[src/rtl/dee_pkg.sv]
// constants and register map of the data eeprom access controller
package dee_pkg;
    localparam logic [7:0] ADDR_DATA = 8'h9a;
    localparam logic [7:0] ADDR_LOCATION = 8'h9b;
    localparam logic [7:0] ADDR_CONTROL = 8'h9c;
    localparam logic [7:0] ADDR_UNLOCK = 8'h9d;
    localparam logic [7:0] ADDR_FLAGS = 8'ha0;
    localparam logic [7:0] ADDR_MASK = 8'ha1;
    localparam logic [7:0] UNLOCK_FIRST = 8'h55;
    localparam logic [7:0] UNLOCK_SECOND = 8'haa;
    // control bit positions
    localparam int CTL_READ = 0;
    localparam int CTL_START = 1;
    localparam int CTL_ENABLE = 2;
    localparam int CTL_ERROR = 3;
    // flag bit positions
    localparam int FLG_DONE = 0;
    localparam int FLG_REFUSED = 1;
    localparam logic [7:0] RESET_BYTE = 8'h00;
    localparam logic [1:0] RESET_FLAGS = 2'h0;
    // exact spacing in cycles: first to second unlock write, then second unlock write to start bit write
    localparam logic [1:0] UNLOCK_GAP = 2'h2;
    localparam int CLK_MHZ = 125;
    localparam int POWERUP_MS = 64;
    localparam int POWERUP_CYCLES = POWERUP_MS * 1000 * CLK_MHZ;
    localparam int WRITE_US = 4;
    localparam int WRITE_CYCLES = WRITE_US * CLK_MHZ;
    typedef enum logic [1:0] {
        DEE_IDLE,
        DEE_GOT_FIRST,
        DEE_GOT_SECOND
    } dee_unlock_type;
endpackage : dee_pkg

[src/rtl/dee_access.sv]
// data eeprom access controller: registers, unlock checker, self-timed write
//
// Decided for this implementation: strobed register access.
`timescale 1ns/1ps
module dee_access #(
    parameter int POWERUP_CYCLES = dee_pkg::POWERUP_CYCLES,
    parameter int WRITE_CYCLES = dee_pkg::WRITE_CYCLES
) (
    input wire logic clk_sys_i, // system clock
    input wire logic resetn_i, // power-up reset, active low
    input wire logic [7:0] addr_i, // register address
    input wire logic [7:0] wdata_i, // write data
    input wire logic wr_i, // write strobe
    input wire logic rd_i, // read strobe
    output logic [7:0] rdata_o, // read data, cycle after rd_i
    output logic [7:0] mem_addr_o, // array location
    output logic [7:0] mem_wdata_o, // array write byte
    output logic mem_we_o, // array write pulse at write end
    input wire logic [7:0] mem_rdata_i, // array byte at mem_addr_o
    output logic irq_o // level interrupt
);
    // enum kept local so the unlock states stay readable
    typedef dee_pkg::dee_unlock_type dee_unlock_type_wrap;
    localparam dee_pkg::dee_unlock_type DEE_IDLE = dee_pkg::DEE_IDLE;
    localparam dee_pkg::dee_unlock_type DEE_GOT_FIRST = dee_pkg::DEE_GOT_FIRST;
    localparam dee_pkg::dee_unlock_type DEE_GOT_SECOND = dee_pkg::DEE_GOT_SECOND;

    logic [7:0] data_byte;
    logic [7:0] location;
    logic enable_bit;
    logic start_bit;
    logic error_bit;
    logic [1:0] flags;
    logic [1:0] mask;
    logic [1:0] gap_cnt;
    dee_unlock_type_wrap unlock_st;
    logic powerup_busy;
    logic [26:0] pu_cnt;
    logic write_busy;
    logic write_done;
    logic [7:0] next_rdata;

    wire hit_data_w = wr_i && (addr_i == dee_pkg::ADDR_DATA);
    wire hit_loc_w = wr_i && (addr_i == dee_pkg::ADDR_LOCATION);
    wire hit_ctl_w = wr_i && (addr_i == dee_pkg::ADDR_CONTROL);
    wire hit_unl_w = wr_i && (addr_i == dee_pkg::ADDR_UNLOCK);
    wire hit_flg_w = wr_i && (addr_i == dee_pkg::ADDR_FLAGS);
    wire hit_msk_w = wr_i && (addr_i == dee_pkg::ADDR_MASK);
    wire read_go_w = hit_ctl_w && wdata_i[dee_pkg::CTL_READ] && !start_bit;
    wire start_req_w = hit_ctl_w && wdata_i[dee_pkg::CTL_START] && !start_bit;
    wire in_time_w = (unlock_st == DEE_GOT_SECOND) && (gap_cnt == dee_pkg::UNLOCK_GAP);
    wire start_ok_w = start_req_w && in_time_w && enable_bit && !powerup_busy;
    wire refuse_w = start_req_w && !start_ok_w;
    wire [1:0] events_w = {refuse_w, write_done};
    wire [7:0] ctl_view_w = {4'h0, error_bit, enable_bit, start_bit, 1'b0};
    wire [7:0] flg_view_w = {6'h00, flags};
    wire [7:0] msk_view_w = {6'h00, mask};

    // power-up timer blocks writes
    always_ff @(posedge clk_sys_i or negedge resetn_i) begin
        if (!resetn_i) begin
            pu_cnt <= '0;
            powerup_busy <= 1'b1;
        end else if (powerup_busy) begin
            pu_cnt <= pu_cnt + 27'h1;
            powerup_busy <= (pu_cnt != 27'(POWERUP_CYCLES - 1));
        end
    end

    dee_cycle_timer #(.WIDTH(24)) u_write_timer (
        .clk_sys_i(clk_sys_i),
        .resetn_i(resetn_i),
        .load_i(start_ok_w),
        .count_i(24'(WRITE_CYCLES)),
        .busy_o(write_busy),
        .done_o(write_done)
    );

    // unlock checker: exact cycle spacing between the three writes
    always_ff @(posedge clk_sys_i or negedge resetn_i) begin
        if (!resetn_i) begin
            unlock_st <= DEE_IDLE;
            gap_cnt <= 2'h0;
        end else if (hit_unl_w) begin
            gap_cnt <= 2'h1;
            if (wdata_i == dee_pkg::UNLOCK_FIRST) begin
                unlock_st <= DEE_GOT_FIRST;
            end else if (wdata_i == dee_pkg::UNLOCK_SECOND && unlock_st == DEE_GOT_FIRST &&
                         gap_cnt == dee_pkg::UNLOCK_GAP) begin
                unlock_st <= DEE_GOT_SECOND;
            end else begin
                unlock_st <= DEE_IDLE;
            end
        end else if (hit_ctl_w) begin
            unlock_st <= DEE_IDLE;
            gap_cnt <= 2'h0;
        end else begin
            case (unlock_st)
                DEE_IDLE: gap_cnt <= 2'h0;
                DEE_GOT_FIRST, DEE_GOT_SECOND: begin
                    if (gap_cnt == dee_pkg::UNLOCK_GAP) begin
                        unlock_st <= DEE_IDLE;
                    end else begin
                        gap_cnt <= gap_cnt + 2'h1;
                    end
                end
                default: unlock_st <= DEE_IDLE;
            endcase
        end
    end

    // data and location registers
    always_ff @(posedge clk_sys_i or negedge resetn_i) begin
        if (!resetn_i) begin
            data_byte <= dee_pkg::RESET_BYTE;
            location <= dee_pkg::RESET_BYTE;
        end else begin
            if (read_go_w) begin
                data_byte <= mem_rdata_i;
            end else if (hit_data_w && !start_bit) begin
                data_byte <= wdata_i;
            end
            if (hit_loc_w && !start_bit) begin
                location <= wdata_i;
            end
        end
    end

    // control bits
    always_ff @(posedge clk_sys_i or negedge resetn_i) begin
        if (!resetn_i) begin
            enable_bit <= 1'b0;
            start_bit <= 1'b0;
            error_bit <= 1'b0;
        end else begin
            if (hit_ctl_w) begin
                enable_bit <= wdata_i[dee_pkg::CTL_ENABLE];
            end
            if (start_ok_w) begin
                start_bit <= 1'b1;
            end else if (write_done) begin
                start_bit <= 1'b0;
            end
            if (refuse_w) begin
                error_bit <= 1'b1;
            end else if (hit_ctl_w && !wdata_i[dee_pkg::CTL_ERROR]) begin
                error_bit <= 1'b0;
            end
        end
    end

    // sticky flags, write one to clear, set wins
    always_ff @(posedge clk_sys_i or negedge resetn_i) begin
        if (!resetn_i) begin
            flags <= dee_pkg::RESET_FLAGS;
            mask <= dee_pkg::RESET_FLAGS;
        end else begin
            flags <= (flags & ~(hit_flg_w ? wdata_i[1:0] : 2'h0)) | events_w;
            if (hit_msk_w) begin
                mask <= wdata_i[1:0];
            end
        end
    end

    always_comb begin
        next_rdata = 8'h00;
        case (addr_i)
            dee_pkg::ADDR_DATA: next_rdata = data_byte;
            dee_pkg::ADDR_LOCATION: next_rdata = location;
            dee_pkg::ADDR_CONTROL: next_rdata = ctl_view_w;
            dee_pkg::ADDR_FLAGS: next_rdata = flg_view_w;
            dee_pkg::ADDR_MASK: next_rdata = msk_view_w;
            default: next_rdata = 8'h00;
        endcase
    end

    always_ff @(posedge clk_sys_i or negedge resetn_i) begin
        if (!resetn_i) begin
            rdata_o <= 8'h00;
        end else begin
            rdata_o <= rd_i ? next_rdata : 8'h00;
        end
    end

    assign mem_addr_o = location;
    assign mem_wdata_o = data_byte;
    assign mem_we_o = write_done;
    assign irq_o = |(flags & mask);

    // checks
    unlock_timed_a: assert property (@(posedge clk_sys_i) disable iff (!resetn_i)
        start_ok_w |-> $past(hit_unl_w, 2) && $past(wdata_i, 2) == dee_pkg::UNLOCK_SECOND)
        else $error("write started without timed unlock");
    enable_needed_a: assert property (@(posedge clk_sys_i) disable iff (!resetn_i)
        $rose(start_bit) |-> $past(enable_bit))
        else $error("start bit set with enable clear");
    powerup_block_a: assert property (@(posedge clk_sys_i) disable iff (!resetn_i)
        powerup_busy |-> !start_ok_w)
        else $error("write started during power-up");
    read_lands_a: assert property (@(posedge clk_sys_i) disable iff (!resetn_i)
        read_go_w |=> data_byte == $past(mem_rdata_i))
        else $error("read byte not in data register");
    data_holds_a: assert property (@(posedge clk_sys_i) disable iff (!resetn_i)
        !read_go_w && !hit_data_w |=> $stable(data_byte))
        else $error("data register changed unexpectedly");
    start_busy_a: assert property (@(posedge clk_sys_i) disable iff (!resetn_i)
        start_bit == write_busy)
        else $error("start bit not matching write in progress");
    done_flag_a: assert property (@(posedge clk_sys_i) disable iff (!resetn_i)
        write_done |=> !start_bit && flags[dee_pkg::FLG_DONE])
        else $error("write end did not clear start and set flag");
    flag_sticky_a: assert property (@(posedge clk_sys_i) disable iff (!resetn_i)
        flags[dee_pkg::FLG_DONE] && !hit_flg_w |=> flags[dee_pkg::FLG_DONE])
        else $error("complete flag lost");
    enable_kept_a: assert property (@(posedge clk_sys_i) disable iff (!resetn_i)
        !hit_ctl_w |=> $stable(enable_bit))
        else $error("hardware changed write enable");
    write_runs_a: assert property (@(posedge clk_sys_i) disable iff (!resetn_i)
        start_bit && !write_done |=> start_bit)
        else $error("write cut short");
    unlock_reset_a: assert property (@(posedge clk_sys_i) disable iff (!resetn_i)
        hit_unl_w && wdata_i != dee_pkg::UNLOCK_FIRST && wdata_i != dee_pkg::UNLOCK_SECOND
        |=> unlock_st == DEE_IDLE)
        else $error("bad unlock value did not reset checker");
    refuse_marks_a: assert property (@(posedge clk_sys_i) disable iff (!resetn_i)
        refuse_w |=> flags[dee_pkg::FLG_REFUSED] && error_bit)
        else $error("refused start not flagged");
    gap_bounded_a: assert property (@(posedge clk_sys_i) disable iff (!resetn_i)
        gap_cnt <= dee_pkg::UNLOCK_GAP)
        else $error("unlock spacing counter out of range");
    regs_frozen_a: assert property (@(posedge clk_sys_i) disable iff (!resetn_i)
        start_bit |=> $stable(location) && $stable(data_byte))
        else $error("location or data changed during write");
    store_busy_a: assert property (@(posedge clk_sys_i) disable iff (!resetn_i)
        mem_we_o |-> start_bit)
        else $error("array store outside a write");
    start_end_a: assert property (@(posedge clk_sys_i) disable iff (!resetn_i)
        $fell(start_bit) |-> $past(write_done))
        else $error("start bit cleared before write end");
    rdata_idle_a: assert property (@(posedge clk_sys_i) disable iff (!resetn_i)
        !rd_i |=> rdata_o == 8'h00)
        else $error("read data not idle");
    write_seen_c: cover property (@(posedge clk_sys_i) disable iff (!resetn_i) start_ok_w);
    unlock_ready_c: cover property (@(posedge clk_sys_i) disable iff (!resetn_i) in_time_w);
    write_done_c: cover property (@(posedge clk_sys_i) disable iff (!resetn_i) write_done);
    refused_c: cover property (@(posedge clk_sys_i) disable iff (!resetn_i) refuse_w);
    read_c: cover property (@(posedge clk_sys_i) disable iff (!resetn_i) read_go_w);
endmodule : dee_access

[src/rtl/dee_cycle_timer.sv]
// down counter that raises done when its load count expires
`timescale 1ns/1ps
module dee_cycle_timer #(
    parameter int WIDTH = 24
) (
    input wire logic clk_sys_i, // system clock
    input wire logic resetn_i, // async reset, active low
    input wire logic load_i, // load count and start
    input wire logic [WIDTH-1:0] count_i, // cycles to run
    output logic busy_o, // counting
    output logic done_o // one cycle pulse at expiry
);
    logic [WIDTH-1:0] remain;
    logic running;
    wire last_w = running && (remain == WIDTH'(1));

    always_ff @(posedge clk_sys_i or negedge resetn_i) begin
        if (!resetn_i) begin
            remain <= '0;
            running <= 1'b0;
        end else if (load_i) begin
            remain <= count_i;
            running <= 1'b1;
        end else if (running) begin
            remain <= remain - WIDTH'(1);
            running <= !last_w;
        end
    end

    assign busy_o = running;
    assign done_o = last_w;
endmodule : dee_cycle_timer

[config.mk]
export PLATFORM = sky130hd
export DESIGN_NAME = dee_access
export DESIGN_NICKNAME = d
export VERILOG_FILES = /design/src/rtl/dee_pkg.sv /design/src/rtl/dee_access.sv /design/src/rtl/dee_cycle_timer.sv
export SDC_FILE = /design/constraint.sdc
export NUM_CORES = 1
export LEC_CHECK = 0
export ABC_CLOCK_PERIOD_IN_PS = 2310
export CAP_MARGIN = 20
export CORE_ASPECT_RATIO = 1.1
export CORE_MARGIN = 2
export CORE_UTILIZATION = 60
export CTS_BUF_LIST = sky130_fd_sc_hd__clkbuf_4 sky130_fd_sc_hd__clkbuf_8
export DETAILED_ROUTE_END_ITERATION = 16
export DONT_BUFFER_PORTS = 1
export GPL_ROUTABILITY_DRIVEN = 0
export PLACE_DENSITY = 0.84
export SLEW_MARGIN = 20
export SYNTH_ARGS = -nofsm -noshare
export SYNTH_HDL_FRONTEND = slang
export SYNTH_SLANG_ARGS = --single-unit
[constraint.sdc]
create_clock -name clk_sys_i -period 2.31 [get_ports clk_sys_i]
set_clock_uncertainty 0.2 [all_clocks]
set_input_delay 0.3465 -clock clk_sys_i [delete_from_list [all_inputs] [get_ports clk_sys_i]]
set_output_delay 0.3465 -clock clk_sys_i [all_outputs]
set_load 0.01 [all_outputs]
Word-level counts from Yosys, hierarchy flattened
Cells that the tools add are included.

cells by class
  add/sub/neg operators = 3
  equal/unequal tests = 16
  multiplexer cells = 24
  bitwise logic cells = 4
  reduce and logical (&&, ||, !) cells = 36

operator list
  kind                   count
  $eq 8x8->1 const B     7
  $mux 24                2
  $pmux 8 s5             1
  $add 27x1->27 const B  1
  $ne 27x23->1 const B   1
  $eq 24x1->1 const B    1
  $mux 8                 3
  $sub 24x1->24 const B  1
  $logic_and 1x1->1      21
  $mux 2                 9
  $eq 8x7->1 const B     1
  $ne 4x4->1 const B     2
  $pmux 2 s2             2
  $reduce_bool 2->1      4
  $mux 1                 7
  $logic_not 1->1        5
  $and 2x2->2            2
  $eq 2x2->1 const B     2
  $reduce_and 2->1       2
  $reduce_bool 4->1      1
  $reduce_or 2->1        2
  $ne 3x3->1 const B     1
  $add 2x1->2 const B    1
  $eq 2x1->1 const B     1
  other kinds (3)        3

word-level totals
  register bits = 88
  bits of input ports = 28
  output and inout port bits = 26
  logic and storage cells = 97

Depth between registers and ports, before layout
  word-level depth = 10
  depth in mapped cells = 7
  depth with buffers taken out = 6

Hierarchy
Synthesis repeated with hierarchy kept, for this count alone.

second synthesis, totals
  cell total of the unflattened synthesis = 438
  area total of the unflattened synthesis = 4595.7 µm²

by module, submodules not included
  module           instances  cells an instance  area each (µm²)  seq. area each (µm²)
  dee_access       1          274                3143.0           1577.8
  dee_cycle_timer  1          164                1452.6           625.6

Worst setup path after synthesis
No wires, ideal clock.

  path kind = register to output
  start = register u_write_timer.remain[16]
  end = output port mem_we_o
  data arrival time = 2.014 ns
  data required time = 1.764 ns
  slack = -0.250 ns
  stages on the path, launching flop included = 5
  buffers on the path = 0
  cell sequence = dfrtp_1 > or4_4 > or4_4 > or4_4 > inv_1

between the ends
  longest elaborated chain between the ends = 2

ends and longest elaborated chain
  element                 RTL line               source
  start, declared         dee_cycle_timer.sv:13  logic [WIDTH-1:0] remain;
  start signal, assigned  dee_cycle_timer.sv:22  remain <= count_i;
  start signal, assigned  dee_cycle_timer.sv:25  remain <= remain - WIDTH'(1);
  $eq 24x1->1             dee_cycle_timer.sv:15  wire last_w = running && (remain == WIDTH'(1));
  $logic_and 1x1->1       dee_cycle_timer.sv:15
  end, declared           dee_access.sv:18       output logic mem_we_o,

Every way passes these cells.

Worst setup path after layout
Ends and elaborated chain as after synthesis.

==> impl_metrics.ini <==
[status]
status = finished, violations left
violations = negative hold slack, negative setup slack

[placement]
hpwlAfterDp_um = 6910
portBuffers = 0
post_dp_cell_area_um2 = 4750

[power]
power_w = 0.00282
ir_worst_vdd_mv = 0.415
p_leak_nw = 2.25
powerDensity_nw_per_um2 = 534

[layout]
fin_area_um2 = 5280
final_layout_size_suffix_gt1_frac = 0.207
area_growth_pct = 16.6
antennaDiodeCount = 0
nets = 515

[clocking]
root_buffer = clkbuf_8
clk_pin_slew_worst_paths_ns = 0.10
cts_max_level = 3
cts_sinks = 88
cts_tree = yes
numCtsBuffers = 9
cts_hold_repair.buffers = 19
clock_latency_ns = 0.36
clock_path_buffers = 2

[floorplanning]
coreArea_um2 = 7390
fp.dieW_um = 86.8
rows = 33
initial_core_util = 0.612
dieArea_um2 = 8260
fp.dieH_um = 95.1
io_pins = 54

[timing]
fin_crit_sh = 1.22
setup_slack_ns = -0.508
tightest_slew_ns = 0.546
final-max-slew-violation-count = 0
fmax_ghz = 0.355
hold_violations = 88
fin_hold_ws_ns = -0.526
max_slew_margin = 0.633
fin_crit_ns = 2.82
rsz0062_at_grt = yes
setup_viol = 6

[critical_path]
crit_fanout = 3
criticalPathCategory = flop to output port
crit_arrival_ns = 2.27
worst_ep_required_time_ns = 1.76
cp-end-kind = output port
worstSetupStartpointType = flop

[run]
cap_violations = 0

[drt]
via_count = 3743
dr.pass1.iters = 6
drc = 0
vias_per_cell = 6.56
wl_per_cell_um = 19.3
antenna_left = 0
drt_iter0_markers = 235
routed_wl_um = 11000

[synth]
yosys.area.top_type_share = 0.481
synth_cell_types = 52
synthAdderAreaFrac = 0.0221
seq_area_frac_synth = 0.487
yosysTopAreaCell = dfrtp_1
synthFlopType = dfrtp_1
synth_simple_gate_area_frac = 0.222
synth_common_cells = dfrtp_1, nand2_1, mux2_2, nor2_1, nand3_1
synth_mux_area_frac = 0.0755
synth-compound-area-share = 0.0904
netlist_instances = 431
synth_xor_area_frac = 0.0735
syn-cell-area_um2 = 4530
async_flop_share = 1.00
syn_nets = 467
synth-edff-count = 0
synth.avg_cell_area_um2 = 10.5
synth-warning-count = 0
synth.most_common_cell = dfrtp_1
synth_top_family_by_area = simple AND/OR/NAND/NOR gates
synth.area.top_cells = dfrtp_1, mux2_2, xnor2_1
ys_ff_latch = 88

[hold_path]
min_path_type = input port to asynchronous set/reset pin

[global_route]
grt_max_degree = 89
grt_pass1_vias = 3852
grt_overflow_total = 0
grtUsageTotal = 0.284
antenna_found_initial = 0
grt_pass1_wl_um = 18400
==> area by class of cell <==
type / instances / area [um2]
flip-flops and latches: 88 / 2200
fillers: 493 / 2110
inverters: 18 / 70.1
multi-input cells: 311 / 2250
well taps: 87 / 109
clock inverters: 6 / 67.6
clock buffers: 10 / 138
repair buffers: 51 / 442
==> state kept, by name, indices dropped and copies added (netlist names), 2 cells and up <==
register              flops
mem_addr_o                8
rdata_o                   8
u_write_timer.remain     24
mem_wdata_o               8
unlock_st                 2
flags                     2
gap_cnt                   2
mask                      2
pu_cnt                   27
==> per-stage QoR <==
step	TNS (ns)	hold WS (ns)	util	worst slack, ns	instances
3_3_place_gp	-0.206	-0.148	0.643	-0.0872	529
2_1_floorplan	-0.113	-0.149	-	-0.113	431
3_5_place_dp	-0.503	-0.147	0.643	-0.124	529
4_1_cts	-1.81	-0.533	0.708	-0.488	570
6_report	-1.63	-0.526	0.714	-0.508	571
5_1_grt	-1.91	-0.542	0.714	-0.563	571
==> power breakdown <==
part | switching [W] | leakage [nW] | internal, W | total, W
clock network | 0.000567 | 0.0989 | 0.000533 | 0.00110
logic | 0.0000550 | 1.05 | 0.0000696 | 0.000125
registers | 0.0000311 | 1.10 | 0.00156 | 0.00159
total | 0.000653 | 2.25 | 0.00216 | 0.00282
==> cells in the final DEF, fill, tap and decap left out, drive strengths merged, types with 3 or more instances in the layout <==
| cell | synthesis | routed |
|---|---|---|
| nor2 | 25 | 25 |
| dlygate4sd3 | 0 | 19 |
| ha | 8 | 8 |
| or3 | 9 | 9 |
| a21oi | 15 | 15 |
| dfrtp | 87 | 87 |
| o21ai | 9 | 9 |
| o31ai | 15 | 15 |
| and3 | 8 | 8 |
| inv | 17 | 18 |
| mux2i | 6 | 6 |
| a22oi | 3 | 3 |
| nor3 | 9 | 9 |
| or2 | 3 | 3 |
| nor4 | 12 | 12 |
| nand2 | 35 | 35 |
| a21o | 3 | 3 |
| clkinv | 1 | 3 |
| and4 | 3 | 3 |
| buf | 2 | 32 |
| nand4 | 14 | 14 |
| nor4b | 3 | 3 |
| nand4b | 3 | 3 |
| or4b | 4 | 4 |
| nand3 | 24 | 24 |
| xor2 | 16 | 16 |
| clkbuf | 11 | 10 |
| mux2 | 25 | 25 |
| or4 | 9 | 9 |
| xnor2 | 22 | 22 |
| o41ai | 10 | 10 |
==> logic make-up after synthesis <==
family	after synthesis
and+or+nand+nor	174
DFF	88
AOI/OAI and AO/OA	60
xor gates and xnor gates	38
buffers and inverters	32
muxes	31
adders and majority gates	8
==> routing by layer <==
layer / routed length (um) / GRT usage / vias up
met5: 0 / 0 / -
met4: 406 / 0.138 / 0
met3: 696 / 0.0641 / 48
met2: 5570 / 0.479 / 154
met1: 4360 / 0.344 / 1864
li1: - / - / 1677
==> path summary, 6_finish.rpt <==
kind	from	to	slack (ns)	cells past startpoint
setup / recovery	u_write_timer.remain[16]$_DFFE_PN0P_	mem_we_o	-0.51	4
hold / removal	resetn_i	mem_addr_o[0]$_DFFE_PN0P_	-0.53	0
setup reg to reg	u_write_timer.remain[16]$_DFFE_PN0P_	u_write_timer.busy_o$_DFF_PN0_	-0.51	8
hold reg to reg	pu_cnt[22]$_DFFE_PN0P_	pu_cnt[22]$_DFFE_PN0P_	0.28	1
max in group asynchronous	resetn_i	powerup_busy$_DFF_PN1_	2.16	0
min in group clk_sys_i	wdata_i[2]	unlock_st[1]$_DFFE_PN0P_	0	3
==> worst max-delay path: stages (launching register included) <==
cell and delay (ns):
dfrtp_1 0.40, or4_4 0.52, or4_4 0.44, or4_4 0.47, inv_4 0.09
==> what timing repair did <==
item,in CTS,in global routing
gates resized for setup,8,10
endpoints found under the hold margin,118,88
setup buffers,6,5
pin swaps,5,7
setup endpoints to repair,7,9
(Power assumes the default switching activity.)
